===== src/core/frt_capture_defs.vh =====
/*
 Constants for the free-running timer and edge capture block:
 register offsets, field positions, reset values and tick counts.
 Assumes an 8-bit register port with byte offsets as printed.
*/
`ifndef FRT_CAPTURE_DEFS_VH
`define FRT_CAPTURE_DEFS_VH

// register offsets
`define OFS_COUNT_LOW        8'h20
`define OFS_COUNT_HIGH       8'h21
`define OFS_CHAN0_RISE       8'h22
`define OFS_CHAN1_RISE       8'h23
`define OFS_CHAN0_FALL       8'h24
`define OFS_CHAN1_FALL       8'h25
`define OFS_CAPTURE_CONFIG   8'h2a
`define OFS_CAPTURE_IRQ_EN   8'h2b
`define OFS_CAPTURE_IRQ_FLAG 8'h2c
`define OFS_TIMER_IRQ_FLAG   8'h2d
`define OFS_TIMER_IRQ_MASK   8'h2e

// capture_config fields
`define CFG_HOLD_FIRST_BIT   7
`define CFG_PRESCALE_MSB     6
`define CFG_PRESCALE_LSB     4
`define CFG_WIDE_BIT         3
`define CFG_WRITABLE_MASK    8'hf8

// capture flag / enable bit positions
`define CAP_C0_RISE          0
`define CAP_C0_FALL          1
`define CAP_C1_RISE          2
`define CAP_C1_FALL          3

// timer flag bit positions
`define TMR_INTERVAL         0
`define TMR_WRAP             1

// reset values
`define RST_BYTE             8'h00
`define RST_NIBBLE           4'h0
`define RST_PAIR             2'h0
`define RST_COUNT            16'h0000

// interval timing in counter ticks
`define INTERVAL_US          1024
`define TICK_MHZ             4
`define INTERVAL_TICKS       (`INTERVAL_US * `TICK_MHZ)
`define INTERVAL_LAST        12'hfff
`define COUNT_LAST           16'hffff

`endif


===== src/core/edge_detect.v =====
/*
 Rising and falling edge detector for one capture input.
 Assumes the input is already synchronous to clk.
*/
`timescale 1ns/1ps
module edge_detect
(
	input  wire clk,
	input  wire rst,
	input  wire level,
	output wire rise,
	output wire fall
);
	reg prevLevel;

	// previous sample of the input
	always @(posedge clk or posedge rst)
	begin
		if (rst)
			prevLevel <= 1'b0;
		else
			prevLevel <= level;
	end

	// one-cycle pulses on a change
	assign rise = level & ~prevLevel;
	assign fall = ~level & prevLevel;
endmodule


===== src/core/capture_slot.v =====
/*
 One 8-bit capture timestamp register with hold-first-edge behaviour.
 Assumes load and readAck are one-cycle pulses in the clk domain.
*/
`timescale 1ns/1ps
`include "frt_capture_defs.vh"
module capture_slot
(
	input  wire       clk,
	input  wire       rst,
	input  wire       load,
	input  wire       holdFirst,
	input  wire       readAck,
	input  wire [7:0] loadValue,
	output reg  [7:0] stamp,
	output wire       loaded
);
	reg armed;

	// a held slot ignores edges until software reads it
	assign loaded = load & (~holdFirst | armed);

	// stamp storage and re-arm state
	always @(posedge clk or posedge rst)
	begin
		if (rst)
		begin
			stamp <= `RST_BYTE;
			armed <= 1'b1;
		end
		else
		begin
			if (loaded)
				stamp <= loadValue;
			// a read re-arms; a load in the same cycle keeps it held
			if (loaded)
				armed <= 1'b0;
			else if (readAck)
				armed <= 1'b1;
		end
	end
endmodule


===== src/core/free_running_timer_edge_capture.v =====
/*
 Free-running 16-bit timer with edge capture on two inputs, interval
 and wrap interrupts, and an 8-bit register port.
 Assumes all inputs are synchronous to clk; the capture time clock
 arrives as a one-cycle tick enable in the clk domain.
*/
// Added by the designer: strobed register access.
// Notes on behaviour
// - 16-bit counter steps on capture ticks
// - low byte read latches high byte
// - counter write lands with high byte
// - interval interrupt every 4096 counter ticks
// - wrap interrupt on counter overflow
// - two channels, rise and fall stamps
// - edges load matching stamp register
// - hold-first keeps first edge until read
// - prescale n stores counter bits [7+n:n]
// - wide mode chains channel one registers
// - wide mode channel zero stores bits 7:0
// - wide rise loads channel one high byte
// - any stamp load can interrupt
// - enable bits gate four capture sources
// - counter logic runs on clk; capture ticks only enable its steps
// - wide fall loads channel one high byte
// - flags set by edge, write-one clears
`timescale 1ns/1ps
`include "frt_capture_defs.vh"
module free_running_timer_edge_capture
(
	input  wire       clk,
	input  wire       rst,
	input  wire       captureTimeClock,
	input  wire       edgeInputZero,
	input  wire       edgeInputOne,
	input  wire [7:0] address,
	input  wire [7:0] writeData,
	input  wire       writeStrobe,
	input  wire       readStrobe,
	output reg  [7:0] readData,
	output wire       irq
);
	reg  [15:0] count;
	reg  [7:0]  highHold;
	reg  [7:0]  lowWriteHold;
	reg  [7:0]  captureConfig;
	reg  [3:0]  captureIrqEnable;
	reg  [3:0]  captureIrqFlags;
	reg  [1:0]  timerIrqFlags;
	reg  [1:0]  timerIrqMask;
	reg  [15:0] next_count;
	reg  [7:0]  next_readData;
	reg  [7:0]  prescaled;
	reg  [3:0]  next_captureIrqFlags;
	reg  [1:0]  next_timerIrqFlags;

	wire        wrLow;
	wire        wrHigh;
	wire        wrConfig;
	wire        wrIrqEnable;
	wire        wrCapFlags;
	wire        wrTmrFlags;
	wire        wrTmrMask;
	wire        rdLow;
	wire        holdFirst;
	wire        wideMode;
	wire [2:0]  prescale;
	wire        rise0;
	wire        fall0;
	wire        rise1;
	wire        fall1;
	wire [3:0]  slotLoad;
	wire [3:0]  slotRead;
	wire [3:0]  slotLoaded;
	wire [7:0]  stampC0Rise;
	wire [7:0]  stampC0Fall;
	wire [7:0]  stampC1Rise;
	wire [7:0]  stampC1Fall;
	wire [7:0]  lowValue;
	wire [7:0]  ch1RiseValue;
	wire [7:0]  ch1FallValue;
	wire        intervalEvent;
	wire        wrapEvent;
	wire [1:0]  timerEvents;
	wire [3:0]  capClear;
	wire [1:0]  tmrClear;
	wire        capIrq;
	wire        tmrIrq;

	// register port decode
	assign wrLow       = writeStrobe & (address == `OFS_COUNT_LOW);
	assign wrHigh      = writeStrobe & (address == `OFS_COUNT_HIGH);
	assign wrConfig    = writeStrobe & (address == `OFS_CAPTURE_CONFIG);
	assign wrIrqEnable = writeStrobe & (address == `OFS_CAPTURE_IRQ_EN);
	assign wrCapFlags  = writeStrobe & (address == `OFS_CAPTURE_IRQ_FLAG);
	assign wrTmrFlags  = writeStrobe & (address == `OFS_TIMER_IRQ_FLAG);
	assign wrTmrMask   = writeStrobe & (address == `OFS_TIMER_IRQ_MASK);
	assign rdLow       = readStrobe & (address == `OFS_COUNT_LOW);

	// configuration fields
	assign holdFirst = captureConfig[`CFG_HOLD_FIRST_BIT];
	assign wideMode  = captureConfig[`CFG_WIDE_BIT];
	assign prescale  = captureConfig[`CFG_PRESCALE_MSB:`CFG_PRESCALE_LSB];

	// counter next value
	always @*
	begin
		next_count = count;
		if (wrHigh)
			next_count = {writeData, lowWriteHold};
		else if (captureTimeClock)
			next_count = count + 16'h0001;
	end

	// counter register
	always @(posedge clk or posedge rst)
	begin
		if (rst)
			count <= `RST_COUNT;
		else
			count <= next_count;
	end

	// snapshot high byte on low read
	always @(posedge clk or posedge rst)
	begin
		if (rst)
			highHold <= `RST_BYTE;
		else if (rdLow)
			highHold <= count[15:8];
	end

	// low byte parked until high write
	always @(posedge clk or posedge rst)
	begin
		if (rst)
			lowWriteHold <= `RST_BYTE;
		else if (wrLow)
			lowWriteHold <= writeData;
	end

	// interval every INTERVAL_TICKS ticks
	// only the low 12 bits matter, so a counter write re-phases it
	assign intervalEvent = captureTimeClock & ~wrHigh & (count[11:0] == `INTERVAL_LAST);
	assign wrapEvent     = captureTimeClock & ~wrHigh & (count == `COUNT_LAST);
	assign timerEvents   = {wrapEvent, intervalEvent};

	// edge detection on both inputs; the reset level of the
	// previous sample matches the pins' idle low, so no false edge
	edge_detect detectZero
	(
		.clk  (clk),
		.rst  (rst),
		.level(edgeInputZero),
		.rise (rise0),
		.fall (fall0)
	);

	// input one stays watched in wide mode; the routing drops it
	edge_detect detectOne
	(
		.clk  (clk),
		.rst  (rst),
		.level(edgeInputOne),
		.rise (rise1),
		.fall (fall1)
	);

	always @*
	begin
		case (prescale)
			3'h0: prescaled = count[7:0];
			3'h1: prescaled = count[8:1];
			3'h2: prescaled = count[9:2];
			3'h3: prescaled = count[10:3];
			3'h4: prescaled = count[11:4];
			3'h5: prescaled = count[12:5];
			3'h6: prescaled = count[13:6];
			default: prescaled = count[14:7];
		endcase
	end

	assign lowValue = wideMode ? count[7:0] : prescaled;
	assign ch1RiseValue = wideMode ? count[15:8] : prescaled;
	assign ch1FallValue = wideMode ? count[15:8] : prescaled;

	assign slotLoad[`CAP_C0_RISE] = rise0;
	assign slotLoad[`CAP_C0_FALL] = fall0;
	assign slotLoad[`CAP_C1_RISE] = wideMode ? rise0 : rise1;
	assign slotLoad[`CAP_C1_FALL] = wideMode ? fall0 : fall1;

	// a read re-arms only its own slot
	assign slotRead[`CAP_C0_RISE] = readStrobe & (address == `OFS_CHAN0_RISE);
	assign slotRead[`CAP_C0_FALL] = readStrobe & (address == `OFS_CHAN0_FALL);
	assign slotRead[`CAP_C1_RISE] = readStrobe & (address == `OFS_CHAN1_RISE);
	assign slotRead[`CAP_C1_FALL] = readStrobe & (address == `OFS_CHAN1_FALL);

	capture_slot slotC0Rise
	(
		.clk      (clk),
		.rst      (rst),
		.load     (slotLoad[`CAP_C0_RISE]),
		.holdFirst(holdFirst),
		.readAck  (slotRead[`CAP_C0_RISE]),
		.loadValue(lowValue),
		.stamp    (stampC0Rise),
		.loaded   (slotLoaded[`CAP_C0_RISE])
	);

	capture_slot slotC0Fall
	(
		.clk      (clk),
		.rst      (rst),
		.load     (slotLoad[`CAP_C0_FALL]),
		.holdFirst(holdFirst),
		.readAck  (slotRead[`CAP_C0_FALL]),
		.loadValue(lowValue),
		.stamp    (stampC0Fall),
		.loaded   (slotLoaded[`CAP_C0_FALL])
	);

	capture_slot slotC1Rise
	(
		.clk      (clk),
		.rst      (rst),
		.load     (slotLoad[`CAP_C1_RISE]),
		.holdFirst(holdFirst),
		.readAck  (slotRead[`CAP_C1_RISE]),
		.loadValue(ch1RiseValue),
		.stamp    (stampC1Rise),
		.loaded   (slotLoaded[`CAP_C1_RISE])
	);

	capture_slot slotC1Fall
	(
		.clk      (clk),
		.rst      (rst),
		.load     (slotLoad[`CAP_C1_FALL]),
		.holdFirst(holdFirst),
		.readAck  (slotRead[`CAP_C1_FALL]),
		.loadValue(ch1FallValue),
		.stamp    (stampC1Fall),
		.loaded   (slotLoaded[`CAP_C1_FALL])
	);

	// configuration; low three bits are reserved and stay zero
	always @(posedge clk or posedge rst)
	begin
		if (rst)
			captureConfig <= `RST_BYTE;
		else if (wrConfig)
			captureConfig <= writeData & `CFG_WRITABLE_MASK;
	end

	// capture interrupt enables
	always @(posedge clk or posedge rst)
	begin
		if (rst)
			captureIrqEnable <= `RST_NIBBLE;
		else if (wrIrqEnable)
			captureIrqEnable <= writeData[3:0];
	end

	// timer interrupt mask
	always @(posedge clk or posedge rst)
	begin
		if (rst)
			timerIrqMask <= `RST_PAIR;
		else if (wrTmrMask)
			timerIrqMask <= writeData[1:0];
	end

	// write-one clear masks, only during a flag write
	assign capClear = wrCapFlags ? writeData[3:0] : 4'h0;
	assign tmrClear = wrTmrFlags ? writeData[1:0] : 2'h0;

	// set beats write-one clear
	// so an edge landing beside a clear is never lost
	always @*
	begin
		next_captureIrqFlags = (captureIrqFlags & ~capClear) | slotLoaded;
		next_timerIrqFlags   = (timerIrqFlags & ~tmrClear) | timerEvents;
	end

	// sticky flag registers
	always @(posedge clk or posedge rst)
	begin
		if (rst)
		begin
			captureIrqFlags <= `RST_NIBBLE;
			timerIrqFlags   <= `RST_PAIR;
		end
		else
		begin
			captureIrqFlags <= next_captureIrqFlags;
			timerIrqFlags   <= next_timerIrqFlags;
		end
	end

	assign capIrq = |(captureIrqFlags & captureIrqEnable);
	// timer events gated by their own mask
	assign tmrIrq = |(timerIrqFlags & timerIrqMask);
	assign irq    = capIrq | tmrIrq;

	// read mux; unmapped offsets read as zero
	// reserved bits of the narrow registers read as zero too
	always @*
	begin
		next_readData = `RST_BYTE;
		if (readStrobe)
		begin
			case (address)
				`OFS_COUNT_LOW:        next_readData = count[7:0];
				`OFS_COUNT_HIGH:       next_readData = highHold;
				`OFS_CHAN0_RISE:       next_readData = stampC0Rise;
				`OFS_CHAN1_RISE:       next_readData = stampC1Rise;
				`OFS_CHAN0_FALL:       next_readData = stampC0Fall;
				`OFS_CHAN1_FALL:       next_readData = stampC1Fall;
				`OFS_CAPTURE_CONFIG:   next_readData = captureConfig;
				`OFS_CAPTURE_IRQ_EN:   next_readData = {4'h0, captureIrqEnable};
				`OFS_CAPTURE_IRQ_FLAG: next_readData = {4'h0, captureIrqFlags};
				`OFS_TIMER_IRQ_FLAG:   next_readData = {6'h00, timerIrqFlags};
				`OFS_TIMER_IRQ_MASK:   next_readData = {6'h00, timerIrqMask};
				default:               next_readData = `RST_BYTE;
			endcase
		end
	end

	// read data valid the cycle after the strobe only
	always @(posedge clk or posedge rst)
	begin
		if (rst)
			readData <= `RST_BYTE;
		else
			readData <= next_readData;
	end
endmodule


===== config.mk =====
export PLATFORM = sky130hd
export DESIGN_NAME = free_running_timer_edge_capture
export DESIGN_NICKNAME = d
export VERILOG_FILES = /design/src/core/edge_detect.v /design/src/core/capture_slot.v /design/src/core/free_running_timer_edge_capture.v
export VERILOG_INCLUDE_DIRS = /design/src /design/src/core
export SDC_FILE = /design/constraint.sdc
export NUM_CORES = 1
export LEC_CHECK = 0
export ABC_AREA = 1
export BUFFER_PORTS_ARGS = -buffer_cell sky130_fd_sc_hd__buf_2
export CORE_AREA = 2 2 161 163
export CTS_CLUSTER_SIZE = 10
export DETAILED_ROUTE_END_ITERATION = 10
export DIE_AREA = 0 0 163 165
export GPL_ROUTABILITY_DRIVEN = 0
export PLACE_DENSITY = 0.48
export SKIP_LAST_GASP = 1
export SYNTH_ARGS = -nofsm -noshare
export SYNTH_HDL_FRONTEND = slang
export SYNTH_SLANG_ARGS = --single-unit
export TNS_END_PERCENT = 50

===== constraint.sdc =====
create_clock -name clk -period 3.35 [get_ports clk]
set_clock_uncertainty 0.2 [all_clocks]
set_input_delay 0.1675 -clock clk [delete_from_list [all_inputs] [get_ports clk]]
set_output_delay 0.1675 -clock clk [all_outputs]
set_load 0.1 [all_outputs]

==> Word-level counts from Yosys, hierarchy flattened <==
Cells that the tools add are included.
{ "op_classes": {"multipliers": 0, "n_reduce_logical": 8, "add_sub_neg": 1, "order_cmp": 0, "shift": 0, "n_eq_ne": 19, "muxes": 19, "bitwise": 42, "div_mod_pow": 0} }
{ "op_table": {"columns": ["cell", "n"], "rows": [
  ["$eq A8 B6 Y1 const B", 11],
  ["$pmux W8 S11", 1],
  ["$pmux W8 S7", 1],
  ["$mux W16", 2],
  ["$mux W8", 3],
  ["$and A1 B1 Y1", 23],
  ["$add A16 B1 Y16 const B", 1],
  ["$eq A16 B16 Y1 const B", 1],
  ["$eq A12 B12 Y1 const B", 1],
  ["$mux W1", 10],
  ["$reduce_bool A2 Y1", 5],
  ["$eq A3 B3 Y1 const B", 3],
  ["$and A4 B4 Y4", 2],
  ["$eq A3 B2 Y1 const B", 2],
  ["$not A1 Y1", 6],
  ["$or A1 B1 Y1", 5],
  ["$and A2 B2 Y2", 2],
  ["$mux W4", 1],
  ["$not A4 Y4", 1],
  ["$or A4 B4 Y4", 1],
  ["$reduce_or A4 Y1", 1],
  ["$eq A3 B1 Y1 const B", 1],
  ["$logic_not A3 Y1", 1],
  ["$mux W2", 1],
  ["other kinds (3)", 3]
]} }
{ "totals": {"ramBits": 0, "wordCells": 108, "regBits": 95, "inputBits": 23, "n_memories": 0, "output_inout_bits": 9, "mem_bits_ro": 0, "latchBits": 0} }

==> Depth between registers and ports, before layout <==
Gate-level depths: netlist of the first run.
{ "logic_depth": {"depth_word": 6, "mapped_depth": 11} }

==> Cells and area by module <==
From an unflattened synthesis of the first run, not the netlist that was laid out.
{ "hier_totals": {"hier_cells": 788, "area_unflattened_um2": 5691.7} }
{ "modules_own_cells": {"columns": ["module", "seq_area_each_um2", "area_per_inst_um2", "instances", "cells_each"], "rows": [
  ["free_running_timer_edge_capture", 1426.4, 4092.7, 1, 612],
  ["capture_slot", 226.5, 377.9, 4, 41],
  ["edge_detect", 25.0, 43.8, 2, 6]
]} }

==> Worst setup path before layout of the first run <==
OpenSTA, ideal clock, no wires.
{ "synth_path": {"kind": "register -> output", "startpoint": "register captureIrqEnable[1]", "endpoint": "output port irq", "t_arrival_ps": 1443, "t_required_ps": 2982, "path_stages_with_launch": 5, "slack_ps": 1540, "path_cell_list": "dfrtp_1 -> nand2_1 -> nand2_1 -> a221oi_1 -> nand3_1"} }
{ "synth_via": {"elab_chain_len": 3} }
{ "synth_lines": {"columns": ["item", "line_no", "text"], "rows": [
  ["from (decl)", "free_running_timer_edge_capture.v:46", "reg [3:0] captureIrqEnable;"],
  ["from (signal assigned)", "free_running_timer_edge_capture.v:258", "captureIrqEnable <= `RST_NIBBLE;"],
  ["from (signal assigned)", "free_running_timer_edge_capture.v:260", "captureIrqEnable <= writeData[3:0];"],
  ["$and A4 B4 Y4", "free_running_timer_edge_capture.v:299", "assign capIrq = |(captureIrqFlags & captureIrqEnable);"],
  ["$reduce_or A4 Y1", "free_running_timer_edge_capture.v:299", null],
  ["$or A1 B1 Y1", "free_running_timer_edge_capture.v:302", "assign irq = capIrq | tmrIrq;"],
  ["to (decl)", "free_running_timer_edge_capture.v:40", "output wire irq"]
]} }
Every way passes these cells.

==> Worst setup path after layout of the first run <==
{ "layout_path": {"startpoint": "register count[7]", "endpoint": "register timerIrqFlags[1]"} }
{ "layout_via": {"elab_chain_len": 3} }
{ "layout_lines": {"columns": ["item", "line_no", "text"], "rows": [
  ["from (decl)", "free_running_timer_edge_capture.v:42", "reg [15:0] count;"],
  ["from (signal assigned)", "free_running_timer_edge_capture.v:118", "count <= `RST_COUNT;"],
  ["from (signal assigned)", "free_running_timer_edge_capture.v:120", "count <= next_count;"],
  ["$eq A16 B16 Y1 (no line)", null, null],
  ["$and A1 B1 Y1", "free_running_timer_edge_capture.v:144", "assign wrapEvent = captureTimeClock & ~wrHigh & (count == `COUNT_LAST);"],
  ["$or A2 B2 Y2", "free_running_timer_edge_capture.v:281", "next_timerIrqFlags = (timerIrqFlags & ~tmrClear) | timerEvents;"],
  ["net next_timerIrqFlags[1]", "free_running_timer_edge_capture.v:54", "reg [1:0] next_timerIrqFlags;"],
  ["to (signal assigned)", "free_running_timer_edge_capture.v:290", "timerIrqFlags <= `RST_PAIR;"],
  ["to (signal assigned)", "free_running_timer_edge_capture.v:295", "timerIrqFlags <= next_timerIrqFlags;"],
  ["to (decl)", "free_running_timer_edge_capture.v:48", "reg [1:0] timerIrqFlags;"]
]} }
The timed path passes the listed nets, and every way through them passes these cells.
A chain may end at the register's enable or synchronous reset.

==> impl_metrics.yaml, run 1 <==
run_status:
  outcome: "complete, no violations"
sta:
  tightestPinTransition_ps: 739.8
  period_share_pct: 65.77
  relSlewSlack_pct: 50.50
  setup_viol_count_final: 0
  fmax_mhz: 453.9
  rsz0062_at_grt: "false"
  finalCriticalPeriod_ps: 2203
  setup_ws_ps: 1147
  hold_viol_final: 0
  setup-tns-final_ps: 0
  report.final.slew_viol_count: 0
synth:
  syn-num-nets: 829
  synth.ff_latch_count: 95
  yosysWarnings: 0
  synth_top_cell_area_share_pct: 39.69
  synth_area_leaders: "dfrtp_1 (40%), nand2_1 (18%), nand3_1 (9.2%), nand4_1 (4.7%), nor2_1 (3.9%)"
  synthDistinctLibCells: 35
  synth_cells: 805
  syn_area_um2: 5737
  ys_top_cells_by_count: "nand2_1 (272), nand3_1 (105), dfrtp_1 (91), nor2_1 (59), inv_1 (52)"
  synth_edf_count: 0
  synthFlopType: "dfrtp_1"
  async_flop_share_pct: 100.0
  syn_avg_cell_area_um2: 7.126
  post-synth-top-count-cell: "nand2_1"
  seq_area_frac_synth_pct: 41.53
  synth_area_leader_cell: "dfrtp_1"
clocking:
  clock_sinks: 95
  cts_inserted_buffers: 9
  root_buffer: "clkbuf_16"
  clk_latency_ps: 360
  cts_resized: 0
  cts_tree: "built"
  clk_pin_slew_ps: 80
  cts_htree_levels: 3
  cts_max_path_buffers: 2
finish:
  n_antenna_cell: 0
  drive_gt1_share_pct: 12.86
  stdcell_area_um2: 6524
  nets: 852
  fin_cells: 1162
  area_growth_syn_to_layout_pct: 13.72
pwr:
  total_power_w: 0.003396
  p_leak_nw: 3.233
  p_per_area_nw_per_um2: 520.5
  peakVddDrop_v: 0.0001763
worst_setup_path:
  r2r-start: "count[7]"
  cp.depth: 6
  reg2reg_depth: 6
  r2r_slack_ps: 1150
  worstPathCellList: "inv_1, nor2_1, nand2_1, nor3_2, nand3_1, o21ai_1"
  crit_required_ps: 3430
  critical_path_buf_inv_count: 1
  rr_endpoint: "timerIrqFlags[1]"
  start_kind: "register"
  end_kind: "register"
  cpPeakStageDelay_ps: 750
  cp.arrival_ps: 2280
  cp_slowest_cell: "dfrtp_1"
  cp_top_family: "simple AND/OR/NAND/NOR gates"
  worstSetupPathType: "register to register"
  crit_fanout: 13
placement:
  dp_slack_ps: 1143
  place_inst: 1134
  hpwl_mm: 13.37
  placed_area_um2: 6101
  portBuffers: 31
drt:
  routed_wl_mm: 18.55
  drc: 0
  detail-route-antenna-nets: 0
  drtPass1Iterations: 7
  drt_iter0_markers: 549
  dr_total_vias: 5390
  wl_per_cell_um: 15.97
  vias_per_cell: 4.639
floorplan:
  dieArea_um2: 26900
  die_width_um: 163
  die_y_um: 165
  start_util_pct: 22.91
  rows: 58
  io_pins: 32
  coreArea_um2: 25040
global_routing:
  overflow: 0
  grt_max_degree: 51
  grt_pass1_wl_mm: 29.99
  antenna_found_initial: 0
  grt_use_total_pct: 14.50
  first_global_vias: 5162
worst_hold_path:
  holdCritStartpoint: "writeStrobe"
  worstHoldEndpoint: "captureIrqEnable[1]"
  hold_depth: 3
  hold_class: "input pin to register"
job:
  drv_cap: 0
cell families after synthesis:
| group | count (synthesis) | synth area share, % |
|---|---|---|
| flip-flops | 95 | 41.53 |
| adder cells (fa/ha/maj) | 1 | 0.2181 |
| AND/OR/NAND/NOR | 515 | 40.33 |
| XOR/XNOR | 8 | 1.221 |
| AO/OA/AOI/OAI | 80 | 7.481 |
| buffers and inverters | 106 | 9.226 |
how the worst max path moves through the flow:
stage	from	end	slack (ps)
global route	captureConfig[6]	slotC0Fall.stamp[1]	990
floorplan	rst	captureConfig[3]	510
CTS	count[7]	timerIrqFlags[1]	1200
global placement	address[4]	readData[0]	1180
finish	count[7]	timerIrqFlags[1]	1150
detailed placement	address[4]	readData[0]	1140
flip-flops by register name (all words and copies together) (netlist names), 2 cells and up:
name              flops
slotC0Rise.stamp      8
timerIrqFlags         2
captureConfig         5
readData              8
lowWriteHold          8
slotC1Rise.stamp      8
slotC0Fall.stamp      8
slotC1Fall.stamp      8
captureIrqEnable      4
captureIrqFlags       4
timerIrqMask          2
count                16
highHold              8
power by group:
part	leakage, nW	total, W	internal (W)	switching [W]
Combinational	1.87	0.000725	0.000238	0.000487
Clock	0.138	0.00105	0.000579	0.000469
Sequential	1.23	0.00162	0.00134	0.000284
placed cells by master (no fill, tap or decap), types with 2 or more instances in the layout:
| cell type | instances |
|---|---|
| o21ai_1 | 22 |
| clkbuf_16 | 9 |
| buf_2 | 31 |
| nor2_4 | 3 |
| o22ai_1 | 3 |
| a21oi_2 | 2 |
| o211ai_1 | 3 |
| inv_6 | 3 |
| nand2_1 | 272 |
| dlygate4sd3_1 | 13 |
| nand4_1 | 43 |
| o21ai_0 | 18 |
| nor2_2 | 4 |
| nand3_2 | 2 |
| nand2_2 | 19 |
| buf_4 | 10 |
| dfstp_2 | 4 |
| inv_1 | 51 |
| clkinvlp_4 | 2 |
| nor2_1 | 59 |
| a21oi_1 | 29 |
| inv_4 | 2 |
| dfrtp_1 | 91 |
| nand3_4 | 2 |
| xor2_1 | 8 |
| nand3_1 | 105 |
| inv_2 | 9 |
| nor3_1 | 3 |
repair_timing:
action	4_1_cts	5_1_grt
hold buffers	13	0
endpoints found under the setup margin	0	0
buffers inserted	0	0
endpoints found under the hold margin	68	0
per-layer routing:
layer / vias up / GRT usage [%] / routed length (um)
li1: 2669 / - / -
met1: 2572 / 20.77 / 8934
met2: 134 / 22.53 / 8465
met3: 15 / 2.536 / 889
met4: 0 / 3.701 / 263
met5: - / 0 / 0
layout make-up:
type / instances / area (um2)
timing repair buffer: 54 / 360.3
clock buffer: 9 / 225.2
multi-input combinational: 604 / 2825
tap: 330 / 412.9
inverter: 64 / 250.2
fill: 2808 / 18510
sequential: 95 / 2382
clock inverter: 6 / 67.56
metrics by stage:
stage	hold slack (ps)	util (%)
3_5_place_dp	97.50	24.37
5_1_grt	115.9	26.06
2_1_floorplan	-1.070	-
3_3_place_gp	94.08	24.37
6_report	90.36	26.06
4_1_cts	79.13	26.06
tightest hold or removal path, cell delays in order:
cell and delay [ps]:
buf_2 180, nand3_2 160, o21ai_0 80
Note: power is estimated with default switching activity, not from simulation.
==> run 2, diff against run 1 <==
--- a/config.mk
+++ b/config.mk
@@ -13,7 +13,7 @@
 export DETAILED_ROUTE_END_ITERATION = 10
 export DIE_AREA = 0 0 163 165
 export GPL_ROUTABILITY_DRIVEN = 0
-export PLACE_DENSITY = 0.48
+export PLACE_DENSITY = 0.49
 export SKIP_LAST_GASP = 1
 export SYNTH_ARGS = -nofsm -noshare
 export SYNTH_HDL_FRONTEND = slang
==> constraint.sdc (replaced) <==
create_clock -name clk -period 1.8 [get_ports clk]
set_clock_uncertainty 0.2 [all_clocks]
set_input_delay 0.09 -clock clk [delete_from_list [all_inputs] [get_ports clk]]
set_output_delay 0.09 -clock clk [all_outputs]
set_load 0.1 [all_outputs]
==> run 2 against run 1 <==
Net effect:
- sequential power rose by 71%
- critical path depth decreased by 1
- die area did not move
- utilization is 1.8 points higher
- register-to-register slack worse by 1000 ps
- total power is 94% higher
==> impl_metrics.yaml, run 2 (same netlist as run 1, synthesis figures left out) <==
drt:
  drtPass1Iterations: 5
  wl_per_cell_um: 15.07
  dr_total_vias: 5497
  drt_iter0_markers: 414
  drc: 0
  routed_wl_mm: 18.11
  detail-route-antenna-nets: 0
  vias_per_cell: 4.573
worst_setup_path:
  crit_fanout: 3
  crit_required_ps: 1510
  start_kind: "register"
  cp.arrival_ps: 1420
  end_kind: "output pin"
  worstSetupPathType: "register to output pin"
clocking:
  root_buffer: "clkbuf_16"
  cts_htree_levels: 3
  clk_pin_slew_ps: 70
  clock_sinks: 95
  cts_max_path_buffers: 2
  clk_latency_ps: 360
  cts_inserted_buffers: 9
  cts_tree: "built"
global_routing:
  overflow: 0
  grt_use_total_pct: 14.08
  grt_max_degree: 49
  grt_pass1_wl_mm: 29.16
  antenna_found_initial: 0
  first_global_vias: 5239
sta:
  period_share_pct: 95.05
  report.final.slew_viol_count: 0
  setup_viol_count_final: 0
  fin_hold_ws_ps: 62.25
  tightestPinTransition_ps: 487.0
  finalCriticalPeriod_ps: 1711
  fmax_mhz: 584.5
  relSlewSlack_pct: 67.75
  hold_viol_final: 0
  setup_ws_ps: 89.10
  rsz0062_at_grt: "true"
pwr:
  p_leak_nw: 3.451
  peakVddDrop_v: 0.0003916
  total_power_w: 0.006597
  p_per_area_nw_per_um2: 945.9
finish:
  final_cell_mix: "nand2_1 (271), nand3_1 (103), dfrtp_1 (87), nor2_1 (56), inv_1 (50)"
  largest_reg_flops: 16
  fin_cells: 1202
  drive_gt1_share_pct: 18.00
  nets: 891
  regMostFlops: "count"
  final_common_cell: "nand2_1"
  area_growth_syn_to_layout_pct: 21.57
  n_antenna_cell: 0
floorplan:
  rows: 58
  start_util_pct: 22.91
  die_width_um: 163
  dieArea_um2: 26900
  coreArea_um2: 25040
  die_y_um: 165
  io_pins: 32
placement:
  dp_slack_ps: -101.5
  place_inst: 1170
  portBuffers: 31
  hpwl_mm: 13.51
job:
  drv_cap: 0
run_status:
  outcome: "complete, no violations"
worst_hold_path:
  hold_class: "input pin to async pin"
run 2: cell types whose count changed in the layout (fill, tap and decap cells not counted), moves of 3 or more:
cell	change
buf_4	+29
buf_12	+5
buf_6	+5
dfrtp_1	-4
dfrtp_2	+4
nor2_1	-3
run 2: layer usage:
metal  track usage (%)  vias up  wire (um)
li1                  -     2752          -
met1             19.92     2598       8796
met2             22.27      127       8160
met3             1.582       20        796
met4             4.907        0        357
met5                 0        -          0
run 2: worst paths after layout:
| path | startpoint | end | slack (ps) | cells after the start |
|---|---|---|---|---|
| min in group clk | address[1] | slotC0Rise.armed | 70 | 5 |
| hold / removal | rst | slotC1Fall.stamp[3] | 60 | 3 |
| setup / recovery | captureIrqEnable[1] | irq | 90 | 5 |
| hold reg to reg | slotC1Rise.armed | slotC1Rise.armed | 270 | 2 |
| setup reg to reg | count[0] | timerIrqFlags[1] | 100 | 7 |
| max in group asynchronous | rst | captureConfig[4] | 750 | 4 |
run 2: cell type report:
| cell class | instances | area (um2) |
|---|---|---|
| Sequential cell | 95 | 2387 |
| Timing Repair Buffer | 93 | 739.5 |
| Clock inverter | 3 | 43.79 |
| Multi-Input combinational cell | 604 | 2875 |
| Tap cell | 330 | 412.9 |
| Fill cell | 2806 | 18060 |
| Clock buffer | 13 | 260.3 |
| Inverter | 64 | 255.2 |
run 2: per-stage QoR:
stage / TNS (ps) / util [%] / cell area (um2)
after floorplan: 0 / - / 5741
after global placement: -240.9 / 25.70 / 6435
after detailed placement: -205.8 / 25.70 / 6435
after CTS: 0 / 27.61 / 6913
after global routing: -21.20 / 27.86 / 6974
final: 0 / 27.86 / 6974
run 2: repair_timing:
action	4_1_cts	5_1_grt
hold buffers	14	0
pin swaps	2	4
setup endpoints to repair	5	37
resized for setup	6	19
setup buffers	1	1
endpoints found under the hold margin	128	0
run 2: worst max-delay path: stages, from the launching register on:
cell and delay (ps):
dfrtp_1 410, nand2_1 80, nand2_1 60, a221oi_1 200, nand3_1 120, buf_6 200
run 2: report_power, final:
group | switching [W] | total (W) | leakage, nW | internal [W]
logic | 0.00121 | 0.00183 | 2.08 | 0.000625
clock network | 0.000843 | 0.00200 | 0.150 | 0.00116
registers | 0.000267 | 0.00277 | 1.22 | 0.00250
